`config.mk`:
```
export PLATFORM = sky130hd
export DESIGN_NAME = pbmc_top
export DESIGN_NICKNAME = d
export VERILOG_FILES = /design/src/hw/pbmc_pkg.sv /design/src/hw/pbmc_top.sv /design/src/hw/pbmc_sync_deb.sv
export SDC_FILE = /design/constraint.sdc
export NUM_CORES = 1
export LEC_CHECK = 0
export BUFFER_PORTS_ARGS = -buffer_cell sky130_fd_sc_hd__buf_4
export CORE_ASPECT_RATIO = 2
export CORE_MARGIN = 1
export CORE_UTILIZATION = 45
export DETAILED_ROUTE_END_ITERATION = 8
export GPL_TIMING_DRIVEN = 0
export PLACE_DENSITY_LB_ADDON = 0.1
export SYNTH_ARGS = -nofsm -noshare
export SYNTH_HDL_FRONTEND = slang
export SYNTH_SLANG_ARGS = --single-unit
```
`constraint.sdc`:
```
create_clock -name clk_sys -period 3.6 [get_ports clk_sys]
set_input_delay 0.18 -clock clk_sys [delete_from_list [all_inputs] [get_ports clk_sys]]
set_output_delay 0.18 -clock clk_sys [all_outputs]
set_load 0.005 [all_outputs]
```
`src/hw/pbmc_pkg.sv`:
```
// Shared constants and types of the power bank mode controller
package pbmc_pkg;
  localparam int CLK_HZ          = 50_000_000;
  localparam int CYC_PER_US      = CLK_HZ / 1_000_000;
  localparam int CYC_PER_MS      = CLK_HZ / 1_000;
  // Timing in printed units, then cycle counts derived from them
  localparam int DEB_US          = 1000;
  localparam int DEB_CYC         = DEB_US * CYC_PER_US;
  localparam int DRP_PERIOD_MS   = 75;
  localparam int DRP_CYC         = DRP_PERIOD_MS * CYC_PER_MS;
  localparam int DRP_SRC_PCT     = 50;
  localparam int DRP_SRC_CYC     = (DRP_CYC / 100) * DRP_SRC_PCT;
  localparam int TRY_SRC_MS      = 100;
  localparam int TRY_SRC_CYC     = TRY_SRC_MS * CYC_PER_MS;
  localparam int LIGHT_LOAD_MS   = 32000;
  localparam int LIGHT_LOAD_CYC  = LIGHT_LOAD_MS * CYC_PER_MS;
  localparam int FLASH_MS        = 250;
  localparam int FLASH_CYC       = FLASH_MS * CYC_PER_MS;
  localparam int SOFT_START_US   = 2000;
  localparam int SOFT_START_CYC  = SOFT_START_US * CYC_PER_US;
  localparam logic [3:0] FLASH_HALVES = 4'h8;
  // Register map
  localparam logic [7:0] ADDR_CTRL   = 8'h00;
  localparam logic [7:0] ADDR_STATUS = 8'h04;
  localparam logic [7:0] ADDR_CC     = 8'h08;
  localparam int CTRL_VSEL_LSB   = 0;
  localparam int CTRL_RP_LSB     = 2;
  localparam logic [3:0] CTRL_RST = 4'h0;
  localparam int STAT_PWR_LSB    = 0;
  localparam int STAT_CHG_LSB    = 4;
  localparam int STAT_FAULT_BIT  = 8;
  localparam int STAT_LIMIT_BIT  = 9;
  localparam int STAT_ICHG_LSB   = 12;
  localparam int CC_TC_LSB       = 0;
  localparam int CC_ADV_LSB      = 4;
  localparam int CC_RP_LSB       = 6;
  // Charge current codes: trickle stays under 250 mA, top code is 5.0 A
  localparam logic [2:0] ICHG_TRICKLE = 3'h0;
  localparam logic [2:0] ICHG_MAX     = 3'h7;
  localparam logic [1:0] RESP_OKAY    = 2'h0;
  localparam logic [1:0] RESP_SLVERR  = 2'h2;

  typedef enum logic [3:0] {
    PWR_LOCK = 4'b0001, PWR_IDLE = 4'b0010, PWR_CHG = 4'b0100, PWR_DIS = 4'b1000
  } pbmc_pwr_t;
  typedef enum logic [3:0] {
    CHG_TRK = 4'b0001, CHG_CC = 4'b0010, CHG_CV = 4'b0100, CHG_DONE = 4'b1000
  } pbmc_chg_t;
  typedef enum logic [3:0] {
    TC_UNATT = 4'b0001, TC_TRY = 4'b0010, TC_SRC = 4'b0100, TC_SNK = 4'b1000
  } pbmc_tc_t;
  // Boost pairs: 5V/3.1A, 7V/2.4A, 9V/2.0A, 12V/1.5A
  typedef enum logic [1:0] {
    VSEL_5V = 2'h0, VSEL_7V = 2'h1, VSEL_9V = 2'h2, VSEL_12V = 2'h3
  } pbmc_vsel_t;
  // Current advertisement levels on CC
  typedef enum logic [1:0] {
    ADV_DEF = 2'h0, ADV_1A5 = 2'h1, ADV_3A0 = 2'h2
  } pbmc_adv_t;
endpackage : pbmc_pkg

```
`src/hw/pbmc_top.sv`:
```
// Power bank mode control: lock-out, charger stages, boost and Type-C DRP
`timescale 1ns/1ps
module pbmc_top
  import pbmc_pkg::*;
#(
  parameter int DEB_CYCLES   = DEB_CYC,
  parameter int DRP_CYCLES   = DRP_CYC,
  parameter int DRP_SRC_CYCLES = DRP_SRC_CYC,
  parameter int TRY_CYCLES   = TRY_SRC_CYC,
  parameter int LIGHT_CYCLES = LIGHT_LOAD_CYC,
  parameter int FLASH_CYCLES = FLASH_CYC,
  parameter int SOFT_CYCLES  = SOFT_START_CYC
) (
  input  wire logic        clk_sys,
  input  wire logic        rst_n,
  input  wire logic        ce,
  input  wire logic        bat_present,
  input  wire logic        bat_low,
  input  wire logic        bat_above_3v,
  input  wire logic        bat_near_target,
  input  wire logic        bat_below_recharge,
  input  wire logic        ichg_below_stop,
  input  wire logic        vin_present,
  input  wire logic        vin_fast,
  input  wire logic        vin_droop,
  input  wire logic        key_press,
  input  wire logic        load_detect,
  input  wire logic        boost_ocp,
  input  wire logic        boost_short,
  input  wire logic        boost_ovp,
  input  wire logic        die_otp,
  input  wire logic        die_hot,
  input  wire logic [2:0]  cc1_cmp,
  input  wire logic [2:0]  cc2_cmp,
  output logic             chg_en,
  output logic [2:0]       ichg_code,
  output logic             pin_limit_18w,
  output logic             out_port_en,
  output logic             boost_en,
  output logic             boost_soft,
  output logic [1:0]       boost_vsel,
  output logic             boost_derate,
  output logic             led_flash,
  output logic             cc1_rp_en,
  output logic             cc1_rd_en,
  output logic             cc2_rp_en,
  output logic             cc2_rd_en,
  output logic [1:0]       rp_level,
  output logic [1:0]       snk_adv,
  input  wire logic [31:0] s_axi_awaddr,
  input  wire logic        s_axi_awvalid,
  output logic             s_axi_awready,
  input  wire logic [31:0] s_axi_wdata,
  input  wire logic [3:0]  s_axi_wstrb,
  input  wire logic        s_axi_wvalid,
  output logic             s_axi_wready,
  output logic [1:0]       s_axi_bresp,
  output logic             s_axi_bvalid,
  input  wire logic        s_axi_bready,
  input  wire logic [31:0] s_axi_araddr,
  input  wire logic        s_axi_arvalid,
  output logic             s_axi_arready,
  output logic [31:0]      s_axi_rdata,
  output logic [1:0]       s_axi_rresp,
  output logic             s_axi_rvalid,
  input  wire logic        s_axi_rready
);
  localparam int NIN = 22;
  logic [NIN-1:0] raw_in;
  logic [NIN-1:0] deb;
  pbmc_pwr_t      pwr_reg;
  pbmc_chg_t      chg_reg;
  pbmc_tc_t       tc_reg;
  logic [3:0]     ctrl_reg;
  logic           key_prev_reg;
  logic           bat_prev_reg;
  logic           droop_prev_reg;
  logic           fault_reg;
  logic [31:0]    light_cnt_reg;
  logic [31:0]    soft_cnt_reg;
  logic [31:0]    flash_cnt_reg;
  logic [3:0]     flash_halves_reg;
  logic [31:0]    drp_cnt_reg;
  logic [31:0]    settle_cnt_reg;
  logic [2:0]     ilvl_reg;
  logic           role_src_reg;
  logic           aw_got_reg;
  logic           w_got_reg;
  logic [7:0]     awaddr_reg;
  logic [31:0]    wdata_reg;
  logic [3:0]     wstrb_reg;

  assign raw_in = {cc2_cmp, cc1_cmp, die_hot, die_otp, boost_ovp, boost_short, boost_ocp,
                   load_detect, key_press, vin_droop, vin_fast, vin_present,
                   ichg_below_stop, bat_below_recharge, bat_near_target, bat_above_3v,
                   bat_low, bat_present};

  // Pins are asynchronous to clk_sys; one debounce for all keeps area low
  pbmc_sync_deb #(.W(NIN), .CNT(DEB_CYCLES)) u_deb (
    .clk_sys (clk_sys),
    .rst_n   (rst_n),
    .ce      (ce),
    .din     (raw_in),
    .dout    (deb)
  );

  logic d_bat, d_low, d_3v, d_tgt, d_rch, d_stop, d_vin, d_fast, d_droop, d_key, d_load;
  logic d_fault, d_hot;
  logic [2:0] d_cc1, d_cc2;
  assign d_bat   = deb[0];
  assign d_low   = deb[1];
  assign d_3v    = deb[2];
  assign d_tgt   = deb[3];
  assign d_rch   = deb[4];
  assign d_stop  = deb[5];
  assign d_vin   = deb[6];
  assign d_fast  = deb[7];
  assign d_droop = deb[8];
  assign d_key   = deb[9];
  assign d_load  = deb[10];
  assign d_fault = |deb[14:11];
  assign d_hot   = deb[15];
  assign d_cc1   = deb[18:16];
  assign d_cc2   = deb[21:19];

  logic key_rise, bat_rise, droop_rise;
  assign key_rise   = d_key & ~key_prev_reg;
  assign bat_rise   = d_bat & ~bat_prev_reg;
  assign droop_rise = d_droop & ~droop_prev_reg;

  always_ff @(posedge clk_sys or negedge rst_n)
  begin
    if (!rst_n)
    begin
      key_prev_reg   <= 1'b0;
      bat_prev_reg   <= 1'b0;
      droop_prev_reg <= 1'b0;
    end
    else if (ce)
    begin
      key_prev_reg   <= d_key;
      bat_prev_reg   <= d_bat;
      droop_prev_reg <= d_droop;
    end
  end

  // Power state; reset stands for the first battery connection
  always_ff @(posedge clk_sys or negedge rst_n)
  begin
    if (!rst_n)
      pwr_reg <= PWR_LOCK;
    else if (ce)
    begin
      if (bat_rise)
        pwr_reg <= PWR_LOCK;
      else if (d_vin)
        pwr_reg <= PWR_CHG;
      else
        unique case (pwr_reg)
          PWR_LOCK: pwr_reg <= PWR_LOCK;
          PWR_CHG:  pwr_reg <= d_low ? PWR_LOCK : PWR_IDLE;
          PWR_IDLE:
            if (d_low)
              pwr_reg <= PWR_LOCK;
            else if (key_rise || d_load)
              pwr_reg <= PWR_DIS;
          PWR_DIS:
            if (d_low)
              pwr_reg <= PWR_LOCK;
            else if (light_cnt_reg >= 32'(LIGHT_CYCLES - 1))
              pwr_reg <= PWR_IDLE;
          default: pwr_reg <= PWR_LOCK;
        endcase
    end
  end

  // Light-load timeout returns to standby
  always_ff @(posedge clk_sys or negedge rst_n)
  begin
    if (!rst_n)
      light_cnt_reg <= '0;
    else if (ce)
    begin
      if (pwr_reg != PWR_DIS || d_load)
        light_cnt_reg <= '0;
      else
        light_cnt_reg <= light_cnt_reg + 32'h1;
    end
  end

  // Four flashes, eight half periods; a running burst is not restarted by the settling pin
  always_ff @(posedge clk_sys or negedge rst_n)
  begin
    if (!rst_n)
    begin
      flash_halves_reg <= FLASH_HALVES;
      flash_cnt_reg    <= '0;
    end
    else if (ce)
    begin
      if ((bat_rise || (pwr_reg == PWR_LOCK && key_rise)) && flash_halves_reg == 4'h0)
      begin
        flash_halves_reg <= FLASH_HALVES;
        flash_cnt_reg    <= '0;
      end
      else if (flash_halves_reg != 4'h0)
      begin
        if (flash_cnt_reg >= 32'(FLASH_CYCLES - 1))
        begin
          flash_cnt_reg    <= '0;
          flash_halves_reg <= flash_halves_reg - 4'h1;
        end
        else
          flash_cnt_reg <= flash_cnt_reg + 32'h1;
      end
    end
  end

  always_ff @(posedge clk_sys or negedge rst_n)
  begin
    if (!rst_n)
      led_flash <= 1'b0;
    else if (ce)
      led_flash <= flash_halves_reg[0];
  end

  // Charge stages
  always_ff @(posedge clk_sys or negedge rst_n)
  begin
    if (!rst_n)
      chg_reg <= CHG_TRK;
    else if (ce)
    begin
      if (pwr_reg != PWR_CHG)
        chg_reg <= d_3v ? CHG_CC : CHG_TRK;
      else
        unique case (chg_reg)
          CHG_TRK:  if (d_3v) chg_reg <= CHG_CC;
          CHG_CC:
            if (!d_3v)
              chg_reg <= CHG_TRK;
            else if (d_tgt)
              chg_reg <= CHG_CV;
          CHG_CV:   if (d_stop && d_tgt) chg_reg <= CHG_DONE;
          CHG_DONE: if (d_rch) chg_reg <= d_3v ? CHG_CC : CHG_TRK;
          default:  chg_reg <= CHG_TRK;
        endcase
    end
  end

  // Adapter sag steps the current level down; a new session starts at the top
  always_ff @(posedge clk_sys or negedge rst_n)
  begin
    if (!rst_n)
      ilvl_reg <= ICHG_MAX;
    else if (ce)
    begin
      if (pwr_reg != PWR_CHG)
        ilvl_reg <= ICHG_MAX;
      else if (droop_rise && ilvl_reg != ICHG_TRICKLE + 3'h1)
        ilvl_reg <= ilvl_reg - 3'h1;
    end
  end

  always_ff @(posedge clk_sys or negedge rst_n)
  begin
    if (!rst_n)
    begin
      chg_en        <= 1'b0;
      ichg_code     <= ICHG_TRICKLE;
      pin_limit_18w <= 1'b0;
      out_port_en   <= 1'b0;
    end
    else if (ce)
    begin
      chg_en        <= pwr_reg == PWR_CHG && chg_reg != CHG_DONE;
      ichg_code     <= chg_reg == CHG_TRK ? ICHG_TRICKLE : ilvl_reg;
      pin_limit_18w <= d_fast;
      out_port_en   <= pwr_reg == PWR_DIS && !fault_reg;
    end
  end

  // Boost: faults latch off until the discharge session ends
  always_ff @(posedge clk_sys or negedge rst_n)
  begin
    if (!rst_n)
    begin
      fault_reg    <= 1'b0;
      soft_cnt_reg <= '0;
    end
    else if (ce)
    begin
      if (pwr_reg != PWR_DIS)
      begin
        fault_reg    <= 1'b0;
        soft_cnt_reg <= '0;
      end
      else
      begin
        if (d_fault)
          fault_reg <= 1'b1;
        if (soft_cnt_reg < 32'(SOFT_CYCLES))
          soft_cnt_reg <= soft_cnt_reg + 32'h1;
      end
    end
  end

  always_ff @(posedge clk_sys or negedge rst_n)
  begin
    if (!rst_n)
    begin
      boost_en     <= 1'b0;
      boost_soft   <= 1'b0;
      boost_vsel   <= VSEL_5V;
      boost_derate <= 1'b0;
    end
    else if (ce)
    begin
      boost_en     <= pwr_reg == PWR_DIS && !fault_reg && !d_fault;
      boost_soft   <= pwr_reg == PWR_DIS && soft_cnt_reg < 32'(SOFT_CYCLES);
      boost_vsel   <= ctrl_reg[CTRL_VSEL_LSB +: 2];
      boost_derate <= d_hot;
    end
  end

  // Type-C: classify the debounced comparators by the current role
  logic cc1_rd, cc2_rd, cc1_ra, cc2_ra, src_seen, rd_seen, settled;
  assign cc1_rd   = !d_cc1[0] && d_cc1[1];
  assign cc2_rd   = !d_cc2[0] && d_cc2[1];
  assign rd_seen  = cc1_rd || cc2_rd;
  assign cc1_ra   = d_cc1[0];
  assign cc2_ra   = d_cc2[0];
  assign src_seen = !cc1_ra || !cc2_ra;
  // Comparator meaning changes with the role, so stale results are skipped
  assign settled  = settle_cnt_reg >= 32'(2 * DEB_CYCLES + 4);

  logic want_src;
  always_comb
  begin
    unique case (tc_reg)
      TC_UNATT: want_src = drp_cnt_reg < 32'(DRP_SRC_CYCLES);
      TC_TRY:   want_src = 1'b1;
      TC_SRC:   want_src = 1'b1;
      TC_SNK:   want_src = 1'b0;
      default:  want_src = 1'b1;
    endcase
  end

  always_ff @(posedge clk_sys or negedge rst_n)
  begin
    if (!rst_n)
    begin
      role_src_reg   <= 1'b1;
      settle_cnt_reg <= '0;
    end
    else if (ce)
    begin
      role_src_reg <= want_src;
      if (want_src != role_src_reg)
        settle_cnt_reg <= '0;
      else if (!settled)
        settle_cnt_reg <= settle_cnt_reg + 32'h1;
    end
  end

  always_ff @(posedge clk_sys or negedge rst_n)
  begin
    if (!rst_n)
      drp_cnt_reg <= '0;
    else if (ce)
    begin
      if (tc_reg != TC_UNATT && tc_reg != TC_TRY)
        drp_cnt_reg <= '0;
      else if (drp_cnt_reg >= 32'(DRP_CYCLES - 1))
        drp_cnt_reg <= '0;
      else
        drp_cnt_reg <= drp_cnt_reg + 32'h1;
    end
  end

  always_ff @(posedge clk_sys or negedge rst_n)
  begin
    if (!rst_n)
      tc_reg <= TC_UNATT;
    else if (ce && settled && want_src == role_src_reg)
    begin
      unique case (tc_reg)
        TC_UNATT:
          if (role_src_reg && rd_seen)
            tc_reg <= TC_SRC;
          else if (!role_src_reg && src_seen)
            tc_reg <= TC_TRY;
        TC_TRY:
          if (rd_seen)
            tc_reg <= TC_SRC;
          else if (drp_cnt_reg >= 32'(TRY_CYCLES - 1) || drp_cnt_reg == '0)
            tc_reg <= TC_SNK;
        TC_SRC:   if (!rd_seen) tc_reg <= TC_UNATT;
        TC_SNK:   if (!src_seen) tc_reg <= TC_UNATT;
        default:  tc_reg <= TC_UNATT;
      endcase
    end
  end

  // Sink advertisement from the connected pin, the one above vRa
  logic [2:0] adv_pin;
  assign adv_pin = !cc1_ra ? d_cc1 : d_cc2;

  always_ff @(posedge clk_sys or negedge rst_n)
  begin
    if (!rst_n)
    begin
      cc1_rp_en <= 1'b0;
      cc1_rd_en <= 1'b0;
      cc2_rp_en <= 1'b0;
      cc2_rd_en <= 1'b0;
      rp_level  <= ADV_DEF;
      snk_adv   <= ADV_DEF;
    end
    else if (ce)
    begin
      cc1_rp_en <= role_src_reg;
      cc2_rp_en <= role_src_reg;
      cc1_rd_en <= !role_src_reg;
      cc2_rd_en <= !role_src_reg;
      rp_level  <= ctrl_reg[CTRL_RP_LSB +: 2] > ADV_3A0 ? ADV_3A0 : ctrl_reg[CTRL_RP_LSB +: 2];
      if (tc_reg != TC_SNK)
        snk_adv <= ADV_DEF;
      else if (adv_pin[1])
        snk_adv <= ADV_DEF;
      else if (adv_pin[2])
        snk_adv <= ADV_1A5;
      else
        snk_adv <= ADV_3A0;
    end
  end

  // AXI4-Lite slave: address and data may arrive in either order
  logic wr_go;
  assign wr_go = aw_got_reg && w_got_reg && !s_axi_bvalid;

  always_ff @(posedge clk_sys or negedge rst_n)
  begin
    if (!rst_n)
    begin
      aw_got_reg    <= 1'b0;
      w_got_reg     <= 1'b0;
      s_axi_awready <= 1'b1;
      s_axi_wready  <= 1'b1;
      s_axi_bvalid  <= 1'b0;
      s_axi_bresp   <= RESP_OKAY;
      awaddr_reg    <= '0;
      wdata_reg     <= '0;
      wstrb_reg     <= '0;
      ctrl_reg      <= CTRL_RST;
    end
    else if (ce)
    begin
      if (s_axi_awvalid && s_axi_awready)
      begin
        aw_got_reg    <= 1'b1;
        s_axi_awready <= 1'b0;
        awaddr_reg    <= s_axi_awaddr[7:0];
      end
      if (s_axi_wvalid && s_axi_wready)
      begin
        w_got_reg    <= 1'b1;
        s_axi_wready <= 1'b0;
        wdata_reg    <= s_axi_wdata;
        wstrb_reg    <= s_axi_wstrb;
      end
      if (wr_go)
      begin
        s_axi_bvalid <= 1'b1;
        s_axi_bresp  <= awaddr_reg == ADDR_CTRL ? RESP_OKAY : RESP_SLVERR;
        if (awaddr_reg == ADDR_CTRL && wstrb_reg[0])
          ctrl_reg <= wdata_reg[3:0];
      end
      if (s_axi_bvalid && s_axi_bready)
      begin
        s_axi_bvalid  <= 1'b0;
        aw_got_reg    <= 1'b0;
        w_got_reg     <= 1'b0;
        s_axi_awready <= 1'b1;
        s_axi_wready  <= 1'b1;
      end
    end
  end

  always_ff @(posedge clk_sys or negedge rst_n)
  begin
    if (!rst_n)
    begin
      s_axi_arready <= 1'b1;
      s_axi_rvalid  <= 1'b0;
      s_axi_rdata   <= '0;
      s_axi_rresp   <= RESP_OKAY;
    end
    else if (ce)
    begin
      if (s_axi_arvalid && s_axi_arready)
      begin
        s_axi_arready <= 1'b0;
        s_axi_rvalid  <= 1'b1;
        s_axi_rresp   <= RESP_OKAY;
        s_axi_rdata   <= '0;
        unique case (s_axi_araddr[7:0])
          ADDR_CTRL:   s_axi_rdata[3:0] <= ctrl_reg;
          ADDR_STATUS:
          begin
            s_axi_rdata[STAT_PWR_LSB +: 4]  <= pwr_reg;
            s_axi_rdata[STAT_CHG_LSB +: 4]  <= chg_reg;
            s_axi_rdata[STAT_FAULT_BIT]     <= fault_reg;
            s_axi_rdata[STAT_LIMIT_BIT]     <= d_fast;
            s_axi_rdata[STAT_ICHG_LSB +: 3] <= ichg_code;
          end
          ADDR_CC:
          begin
            s_axi_rdata[CC_TC_LSB +: 4]  <= tc_reg;
            s_axi_rdata[CC_ADV_LSB +: 2] <= snk_adv;
            s_axi_rdata[CC_RP_LSB +: 2]  <= rp_level;
          end
          default:     s_axi_rresp <= RESP_SLVERR;
        endcase
      end
      else if (s_axi_rvalid && s_axi_rready)
      begin
        s_axi_rvalid  <= 1'b0;
        s_axi_arready <= 1'b1;
      end
    end
  end
endmodule : pbmc_top

```
`src/hw/pbmc_sync_deb.sv`:
```
// Three-stage synchroniser with a stability debounce on a vector
`timescale 1ns/1ps
module pbmc_sync_deb
  import pbmc_pkg::*;
#(
  parameter int W   = 1,
  parameter int CNT = 4
) (
  input  wire logic         clk_sys,
  input  wire logic         rst_n,
  input  wire logic         ce,
  input  wire logic [W-1:0] din,
  output logic      [W-1:0] dout
);
  logic [W-1:0] s1_reg;
  logic [W-1:0] s2_reg;
  logic [W-1:0] s3_reg;
  logic [W-1:0] dout_reg;
  logic [31:0]  cnt_reg;

  always_ff @(posedge clk_sys or negedge rst_n)
  begin
    if (!rst_n)
    begin
      s1_reg <= '0;
      s2_reg <= '0;
      s3_reg <= '0;
    end
    else if (ce)
    begin
      s1_reg <= din;
      s2_reg <= s1_reg;
      s3_reg <= s2_reg;
    end
  end

  // A change counts only once stages two and three agree, held CNT cycles
  always_ff @(posedge clk_sys or negedge rst_n)
  begin
    if (!rst_n)
    begin
      cnt_reg  <= '0;
      dout_reg <= '0;
    end
    else if (ce)
    begin
      if (s2_reg != s3_reg || s3_reg == dout_reg)
        cnt_reg <= '0;
      else if (cnt_reg >= 32'(CNT - 1))
      begin
        cnt_reg  <= '0;
        dout_reg <= s3_reg;
      end
      else
        cnt_reg <= cnt_reg + 32'h1;
    end
  end

  assign dout = dout_reg;
endmodule : pbmc_sync_deb

```
==> impl_metrics.json, run 1 <==
{
  "insertion_delay_ns": 0.54,
  "max_freq_ghz": 0.301,
  "antennaDiodeCount": 0,
  "reg2reg_slack_ns": 0.28,
  "ir_worst_vdd_mv": 0.397,
  "drtIter0Drc": 632,
  "rsz0062_at_grt": "false",
  "worstHoldStart": "s_axi_araddr[2]",
  "clk_pin_slew_ns": 0.06,
  "drt_pass1_iterations": 5,
  "hold_path_class": "input port to flip-flop",
  "ys_ff_latch": 361,
  "max_slew_margin": 0.0768,
  "fin_crit_ns": 3.32,
  "grt_pass1_vias": 13355,
  "p_leak_nw": 9.05,
  "grt_max_degree": 118,
  "dp_hpwl_um": 31200,
  "clk_path_buf_depth": 3,
  "worst_ep_arrival_time_ns": 3.74,
  "power.total_mw": 9.62,
  "antenna_found_initial": 0,
  "final_cell_mix": "dfrtp_1 (350), nor2_1 (138), nand2_1 (127)",
  "numCtsBuffers": 35,
  "p_seq_frac": 0.485,
  "hold-worst-slack_ns": 0.0469,
  "dieArea_um2": 38900,
  "maxSlewViolCount": 0,
  "wl_met3_um": 1220,
  "initial_utilization": 0.458,
  "cp.required_ns": 4.02,
  "internal-power_mw": 7.16,
  "worstMarginPinSlew_ns": 1.38,
  "drive_above_1_share": 0.176,
  "port_buffers": 88,
  "fillers": 3396,
  "finalCritPeriodShare": 0.923,
  "top_layer_used": "met4",
  "yosys_warnings": 0,
  "postPlaceCellArea_um2": 18500,
  "yosys_most_used_dff": "dfrtp_1",
  "path_max_fanout": 10,
  "fin_skew_ns": 0.0178,
  "m1WireLength_um": 17000,
  "pin_count": 191,
  "multiInputGateArea_um2": 7570,
  "swShare": 0.256,
  "fin_area_um2": 20200,
  "fin_util": 0.539,
  "place.gp.congestion": 0.843,
  "seq_area_um2": 9050,
  "drv_cap": 0,
  "htreeDepth": 2,
  "grt_remaining_overflow": 0,
  "viasPerCell": 5.66,
  "synth_enable_flop_cells": 0,
  "start_kind": "flip-flop",
  "syn2layout_area_growth_pct": 17.7,
  "route.detailed.drc": 0,
  "cts_tree": "built",
  "switching_power_mw": 2.46,
  "die_y_um": 278,
  "die_w_um": 140,
  "antenna_left": 0,
  "hold_end": "s_axi_rresp[1]",
  "wl_per_cell_um": 18.6,
  "wirelength_um": 43200,
  "combPwrFrac": 0.112,
  "core-area_um2": 37400,
  "setup_viol": 0,
  "grt_pass1_wl_um": 70000,
  "r2r_end": "u_deb.dout[21]",
  "synthDistinctLibCells": 76,
  "reg2reg_from": "u_deb.s3_reg[9]",
  "avgSynthCellArea_um2": 10.4,
  "final-hold-violation-count": 0,
  "reg2regPathDepth": 7,
  "vias": 13152,
  "hold_depth": 3,
  "outcome": "finished, final reports clean",
  "cts_sinks": 361,
  "p_clk_frac": 0.402,
  "fin_nets": 1978,
  "p_per_area_nw_per_um2": 477,
  "ys_seq_area_frac": 0.528,
  "async_flop_share": 1.00,
  "cts-root-buf": "clkbuf_16",
  "mostFrequentLayoutCell": "dfrtp_1",
  "gr-usage-all-layers": 0.228,
  "end_kind": "flip-flop",
  "path_class": "flip-flop to flip-flop",
  "netlist_area_um2": 17100,
  "synthesis.instances": 1646,
  "rows": 100,
  "wl_met2_um": 23500
}
-- area by class of cell --
type,instances,area share
inverter,41,0.00763
timing repair buffer,134,0.0585
clock buffer,52,0.0521
tap,459,0.0285
sequential,361,0.448
buffer,90,0.0223
clock inverter,11,0.00744
multi-input combinational,1174,0.375
-- power by group through the flow --
stage               combinational (mW)  clock, mW  sequential, mW
global placement                  1.02          0            4.73
CTS                               1.10       3.97            4.67
finish                            1.08       3.87            4.67
global route                      1.21       4.11            4.72
floorplan                        0.660          0            4.65
detailed placement                1.05          0            4.75
-- metal layers --
metal	track usage	vias up
li1	-	6254
met1	0.254	6569
met2	0.434	251
met3	0.0274	78
met4	0.0879	0
met5	0	-
-- stage by stage --
step	setup slack (ns)	TNS, ns	cells
floorplan	1.05	0	1666
global placement	-1.18	-395.75	2213
detailed placement	0.248	0	2216
CTS	0.225	0	2322
global route	0.0796	0	2322
finish	0.276	0	2322
-- cell families after synthesis --
family | Yosys count | share of synthesized area
compound gates | 307 | 0.111
xor+xnor | 84 | 0.0429
fa+ha+maj | 11 | 0.00803
buf+inv | 131 | 0.0352
flops | 361 | 0.528
mux | 130 | 0.0847
other cells | 1 | 0.000219
simple gates | 621 | 0.190
-- critical path, stage by stage (launching register included) --
cell	delay, ns
dfrtp_1	0.42
xnor2_1	0.26
nand4_1	0.16
nor4_1	0.33
nand4_1	0.45
nor4b_2	0.80
buf_2	0.40
mux2_2	0.37
-- worst max-delay path by stage --
stage / startpoint / to / cells past startpoint
after floorplan: tc_reg[0] / tc_reg[1] / 6
after global placement: rst_n / flash_cnt_reg[26] / 1
after detailed placement: u_deb.s3_reg[9] / u_deb.dout[21] / 7
after CTS: u_deb.s3_reg[9] / u_deb.dout[21] / 7
after global routing: u_deb.s3_reg[9] / u_deb.dout[21] / 7
final: u_deb.s3_reg[9] / u_deb.dout[21] / 7
-- cell usage after synthesis, drive strengths merged (13+ instances only) --
master	n	area, um^2
nor2	138	518
nor2b	29	181
or3	15	93.8
a22o	13	114
a31oi	26	163
xor2	50	438
nand2	127	477
nor3	25	136
mux2	120	1350
clkbuf	47	176
and4	13	114
xnor2	34	298
dfrtp	350	8760
nand2b	19	119
and2	38	238
nor4	44	303
o31ai	18	149
and3	30	188
o21ai	121	606
buf	43	274
a21oi	68	340
nand4	44	275
nand3	65	325
inv	41	154
-- repair_timing --
item                                    4_1_cts  5_1_grt
buffers inserted                              0        0
endpoints found under the setup margin        0        0
hold endpoints to repair                     95        0
resized for setup                             0        0
hold buffers                                 43        0
Note: power is estimated with default switching activity, not from simulation.
==> run 2, diff against run 1 <==
--- a/config.mk
+++ b/config.mk
@@ -14,4 +14,5 @@
 export PLACE_DENSITY_LB_ADDON = 0.1
 export SYNTH_ARGS = -nofsm -noshare
 export SYNTH_HDL_FRONTEND = slang
+export SYNTH_HIERARCHICAL = 1
 export SYNTH_SLANG_ARGS = --single-unit
==> impl_metrics.json, run 2 <==
{
  "antenna_found_initial": 0,
  "dp_slack_ns": 0.518,
  "synth_xor_area_frac": 0.0478,
  "die_w_um": 140,
  "grt_remaining_overflow": 0,
  "avgSynthCellArea_um2": 10.6,
  "ir_worst_vdd_mv": 0.426,
  "crit_slowest_cell": "buf_1",
  "end_kind": "flip-flop",
  "gr-usage-all-layers": 0.224,
  "place.gp.congestion": 0.886,
  "fin_area_um2": 20100,
  "drv_cap": 0,
  "layout_setup_ws_ns": 0.692,
  "htreeDepth": 2,
  "path_class": "input port to flip-flop",
  "core-area_um2": 37300,
  "critPathBufInv": 5,
  "fin_nets": 1938,
  "ys_seq_area_frac": 0.531,
  "power.total_mw": 9.48,
  "synth_enable_flop_cells": 0,
  "dieArea_um2": 38700,
  "drt_pass1_iterations": 7,
  "start_kind": "input port",
  "max_slew_margin": 0.184,
  "viasPerCell": 5.54,
  "ys_ff_latch": 361,
  "yosysMostFrequentCell": "dfrtp_1",
  "path_max_fanout": 10,
  "port_buffers": 88,
  "outcome": "finished, final reports clean",
  "initial_utilization": 0.457,
  "async_flop_share": 1.00,
  "final_cell_mix": "dfrtp_1 (350), nor2_1 (134), nand2_1 (128)",
  "hold_path_class": "input port to flip-flop",
  "post_cts_buffers": 0,
  "final_cells": 2284,
  "synthTopCellsByArea": "dfrtp_1 (51%), mux2_2 (6.9%), o21ai_0 (3.0%), nor2_1 (3.0%), nand2_1 (2.8%)",
  "rows": 100,
  "cts_sinks": 361,
  "antenna_left": 0,
  "mostFrequentLayoutCell": "dfrtp_1",
  "synthesis.instances": 1607,
  "synth-compound-area-share": 0.108,
  "pin_count": 191,
  "drtIter0Drc": 564,
  "setup_viol": 0,
  "fin_crit_ns": 2.91,
  "synth_fa_ha_area_frac": 0.00808,
  "yosys_warnings": 6,
  "synth_top_area_frac": 0.514,
  "crit_family": "buffers and inverters",
  "synth_top_family_by_area": "simple AND/OR/NAND/NOR gates",
  "clk_path_buf_depth": 3,
  "finalCritPeriodShare": 0.808,
  "cp_common_cell": "buf_1",
  "netlist_area_um2": 17000,
  "grt_pass1_vias": 12971,
  "cp.required_ns": 4.06,
  "dp_hpwl_um": 30000,
  "crit_path_cell_trace": "buf_2, buf_1, buf_1, clkbuf_1, a31oi_1, dlygate4sd3_1",
  "max_freq_ghz": 0.344,
  "fin_util": 0.539,
  "p_leak_nw": 9.16,
  "synthTopCellsByCount": "dfrtp_1 (350), nor2_1 (134), nand2_1 (128)",
  "synth-simple-area-share": 0.176,
  "fin_skew_ns": 0.0183,
  "dp.cells": 2177,
  "die_y_um": 277,
  "vias": 12652,
  "grt_max_degree": 121,
  "muxShareOfSynthArea": 0.0905,
  "postPlaceCellArea_um2": 18400,
  "p_per_area_nw_per_um2": 472,
  "cp_slowest_stage_delay_ns": 0.81,
  "route.detailed.drc": 0,
  "numCtsBuffers": 36,
  "insertion_delay_ns": 0.54,
  "cts-root-buf": "clkbuf_16",
  "yosys_most_used_dff": "dfrtp_1",
  "cts_resized": 0,
  "wl_per_cell_um": 18.3,
  "maxSlewViolCount": 0,
  "cts_tree": "built",
  "grt_pass1_wl_um": 68400,
  "rsz0062_at_grt": "false",
  "wirelength_um": 41800,
  "syn2layout_area_growth_pct": 17.9,
  "clk_pin_slew_ns": 0.07,
  "final-hold-violation-count": 0,
  "drive_above_1_share": 0.185,
  "worstMarginPinSlew_ns": 1.22,
  "yosys.area.top_type": "dfrtp_1",
  "worst_ep_arrival_time_ns": 3.37,
  "antennaDiodeCount": 0,
  "synthDistinctLibCells": 79
}
run 2: timing repair:
item	CTS	global route
hold buffers	41	0
endpoints found under the setup margin	0	0
endpoints found under the hold margin	98	0
run 2: cell families (layout without fill, tap and decap cells):
| group | count (synthesis) | count (layout) |
|---|---|---|
| adder cells (fa/ha/maj) | 11 | 11 |
| XOR/XNOR | 93 | 93 |
| AO/OA/AOI/OAI | 281 | 281 |
| other | 1 | 21 |
| AND/OR/NAND/NOR | 587 | 587 |
| multiplexers | 131 | 131 |
| flip-flops | 361 | 361 |
| buffers and inverters | 142 | 340 |
run 2: metal layers:
layer | vias to the layer above | wire length [um] | track usage
li1 | 6029 | - | -
met1 | 6308 | 16200 | 0.249
met4 | 0 | 1840 | 0.107
met3 | 85 | 1030 | 0.0227
met2 | 230 | 22700 | 0.421
met5 | - | 0 | 0
run 2: cell type report:
class / instances / area (um^2)
fill: 3390 / 17200
sequential: 361 / 9050
multi-input combinational: 1124 / 7420
timing repair buffer: 132 / 1160
clock buffer: 48 / 997
tap: 459 / 574
buffer: 91 / 458
clock inverter: 18 / 238
inverter: 51 / 191
run 2: stage by stage:
| stage | hold slack [ns] | setup TNS [ns] |
|---|---|---|
| 5_1_grt | 0.0527 | 0 |
| 3_5_place_dp | 0.113 | 0 |
| 4_1_cts | 0.0306 | 0 |
| 2_1_floorplan | -0.116 | 0 |
| 6_report | 0.0397 | 0 |
| 3_3_place_gp | 0.355 | -393.32 |
run 2: worst register-to-register path: cells and delay by family, from the launching register on:
kind / cells / cell delay [ns]
AND/OR/NAND/NOR: 3 / 1.32
flip-flops: 1 / 0.45
multiplexers: 1 / 0.32
AO/OA/AOI/OAI: 1 / 0.30
buffers and inverters: 1 / 0.21
XOR/XNOR: 1 / 0.17
run 2: worst paths after layout:
kind	start	to	slack (ns)	cells after the start
min	s_axi_bready	s_axi_wready	0.04	3
min reg2reg	s_axi_awready	s_axi_awready	0.48	2
max in group asynchronous	rst_n	flash_halves_reg[3]	2.18	4
min in group asynchronous	rst_n	soft_cnt_reg[2]	0.14	2
max	ce	s_axi_arready	0.69	6
max reg2reg	u_deb/s3_reg[6]	u_deb/dout[3]	0.72	7
run 2: power breakdown:
group	internal [mW]	leakage (nW)	switching [mW]
clock	2.33	0.605	1.66
combinational	0.458	3.78	0.411
sequential	4.34	4.77	0.270
==> run 3, diff against run 2 <==
==> constraint.sdc (replaced) <==
create_clock -name clk_sys -period 2.66 [get_ports clk_sys]
set_input_delay 0.133 -clock clk_sys [delete_from_list [all_inputs] [get_ports clk_sys]]
set_output_delay 0.133 -clock clk_sys [all_outputs]
set_load 0.005 [all_outputs]
==> impl_metrics.json, run 3 (same netlist as run 2, synthesis figures left out) <==
{
  "outcome": "finished, final reports clean",
  "reg2regPathDepth": 8,
  "hold-worst-slack_ns": 0.0487,
  "internal-power_mw": 9.66,
  "hold_path_class": "input port to flip-flop",
  "p_leak_nw": 9.21,
  "final_cell_mix": "dfrtp_1 (350), nor2_1 (134), nand2_1 (126)",
  "antenna_left": 0,
  "final-hold-violation-count": 0,
  "vias": 12609,
  "die_y_um": 277,
  "place.gp.congestion": 0.886,
  "grt_pass1_wl_um": 68400,
  "p_per_area_nw_per_um2": 636,
  "worst_ep_arrival_time_ns": 2.94,
  "start_kind": "flip-flop",
  "antenna_found_initial": 0,
  "max_freq_ghz": 0.395,
  "fin_nets": 1940,
  "core-area_um2": 37300,
  "drv_cap": 0,
  "cts-root-buf": "clkbuf_16",
  "grt_remaining_overflow": 0,
  "setup_viol": 0,
  "worstMarginPinSlew_ns": 1.18,
  "port_buffers": 88,
  "wl_per_cell_um": 18.3,
  "drive_above_1_share": 0.196,
  "insertion_delay_ns": 0.54,
  "path_max_fanout": 10,
  "cp_slowest_stage_delay_ns": 0.44,
  "drt_pass1_iterations": 5,
  "grt_max_degree": 121,
  "fin_skew_ns": 0.0194,
  "dp_hpwl_um": 30000,
  "gr-usage-all-layers": 0.223,
  "dieArea_um2": 38700,
  "max_slew_margin": 0.211,
  "crit_path_cell_trace": "buf_2, nor4_2, a221oi_2, a211oi_2, a221o_2, o21ai_4, or3_4, mux2_2",
  "cp.required_ns": 3.07,
  "pin_count": 191,
  "worstHoldStart": "s_axi_araddr[3]",
  "power.total_mw": 12.9,
  "initial_utilization": 0.457,
  "maxSlewViolCount": 0,
  "wirelength_um": 41800,
  "crit_cells": 8,
  "switching_power_mw": 3.20,
  "rsz0062_at_grt": "false",
  "htreeDepth": 2,
  "rows": 100,
  "p_seq_frac": 0.486,
  "crit_family": "compound AO/OA/AOI/OAI gates",
  "path_class": "flip-flop to flip-flop",
  "clk_path_buf_depth": 3,
  "cp-startpoint": "drp_cnt_reg[7]",
  "finalCritPeriodShare": 0.951,
  "end_kind": "flip-flop",
  "mostFrequentLayoutCell": "dfrtp_1",
  "reg2reg_from": "drp_cnt_reg[7]",
  "route.detailed.drc": 0,
  "fin_crit_ns": 2.53,
  "swShare": 0.249,
  "antennaDiodeCount": 0,
  "hold_depth": 3,
  "viasPerCell": 5.52,
  "combPwrFrac": 0.093,
  "critPathBufInv": 1,
  "clk_pin_slew_ns": 0.06,
  "reg2reg_slack_ns": 0.13,
  "syn2layout_area_growth_pct": 18.6,
  "fin_area_um2": 20200,
  "p_clk_frac": 0.421,
  "die_w_um": 140,
  "drtIter0Drc": 513,
  "numCtsBuffers": 36,
  "postPlaceCellArea_um2": 18400,
  "cts_sinks": 361,
  "crit_slowest_cell": "or3_4",
  "ir_worst_vdd_mv": 0.578,
  "grt_pass1_vias": 12990,
  "cts_tree": "built"
}
## run 3: final timing paths
kind	to
setup / recovery	tc_reg[1]
hold / removal	s_axi_rresp[1]
setup reg to reg	tc_reg[1]
hold reg to reg	s_axi_awready
max in group asynchronous	flash_halves_reg[3]
min in group asynchronous	soft_cnt_reg[2]
## run 3: timing repair
item / CTS / global route
hold endpoints to repair: 136 / 0
hold buffers: 41 / 0
resized for setup: 8 / 23
setup buffers: 0 / 2
setup endpoints to repair: 57 / 78
pin swaps: 0 / 6
## run 3: per-layer routing
layer | vias to the layer above | routed length (um) | track usage
li1 | 6035 | - | -
met1 | 6301 | 16300 | 0.248
met2 | 194 | 22800 | 0.422
met3 | 79 | 959 | 0.0228
met4 | 0 | 1800 | 0.106
met5 | - | 0 | 0
## run 3: worst min-delay path: stages
cell and delay (ns):
buf_4 0.13, a211oi_1 0.15, a21oi_1 0.12
## run 3: stage by stage
step | utilization | setup slack [ns] | setup TNS, ns | std cells
finish | 0.542 | 0.130 | 0 | 2286
global route | 0.542 | 0.00132 | 0 | 2286
CTS | 0.540 | 0.0289 | 0 | 2284
detailed placement | 0.494 | -0.375 | -17.25 | 2177
global placement | 0.492 | -2.06 | -731.29 | 2174
floorplan | - | 0.258 | 0 | 1627
## run 3: cell type report
| class | instances | area [um^2] |
|---|---|---|
| buffer | 91 | 472 |
| fill | 3368 | 17100 |
| multi-input combinational | 1124 | 7510 |
| clock inverter | 18 | 238 |
| clock buffer | 48 | 997 |
| sequential | 361 | 9050 |
| timing repair buffer | 134 | 1180 |
| tap | 459 | 574 |
| inverter | 51 | 191 |
## run 3: power by group through the flow
stage | clock network, mW | logic [mW] | registers [mW]
CTS | 5.56 | 1.22 | 6.25
detailed placement | 0 | 1.15 | 6.35
finish | 5.42 | 1.20 | 6.24
floorplan | 0 | 0.711 | 6.22
global placement | 0 | 1.11 | 6.32
global route | 5.74 | 1.33 | 6.30
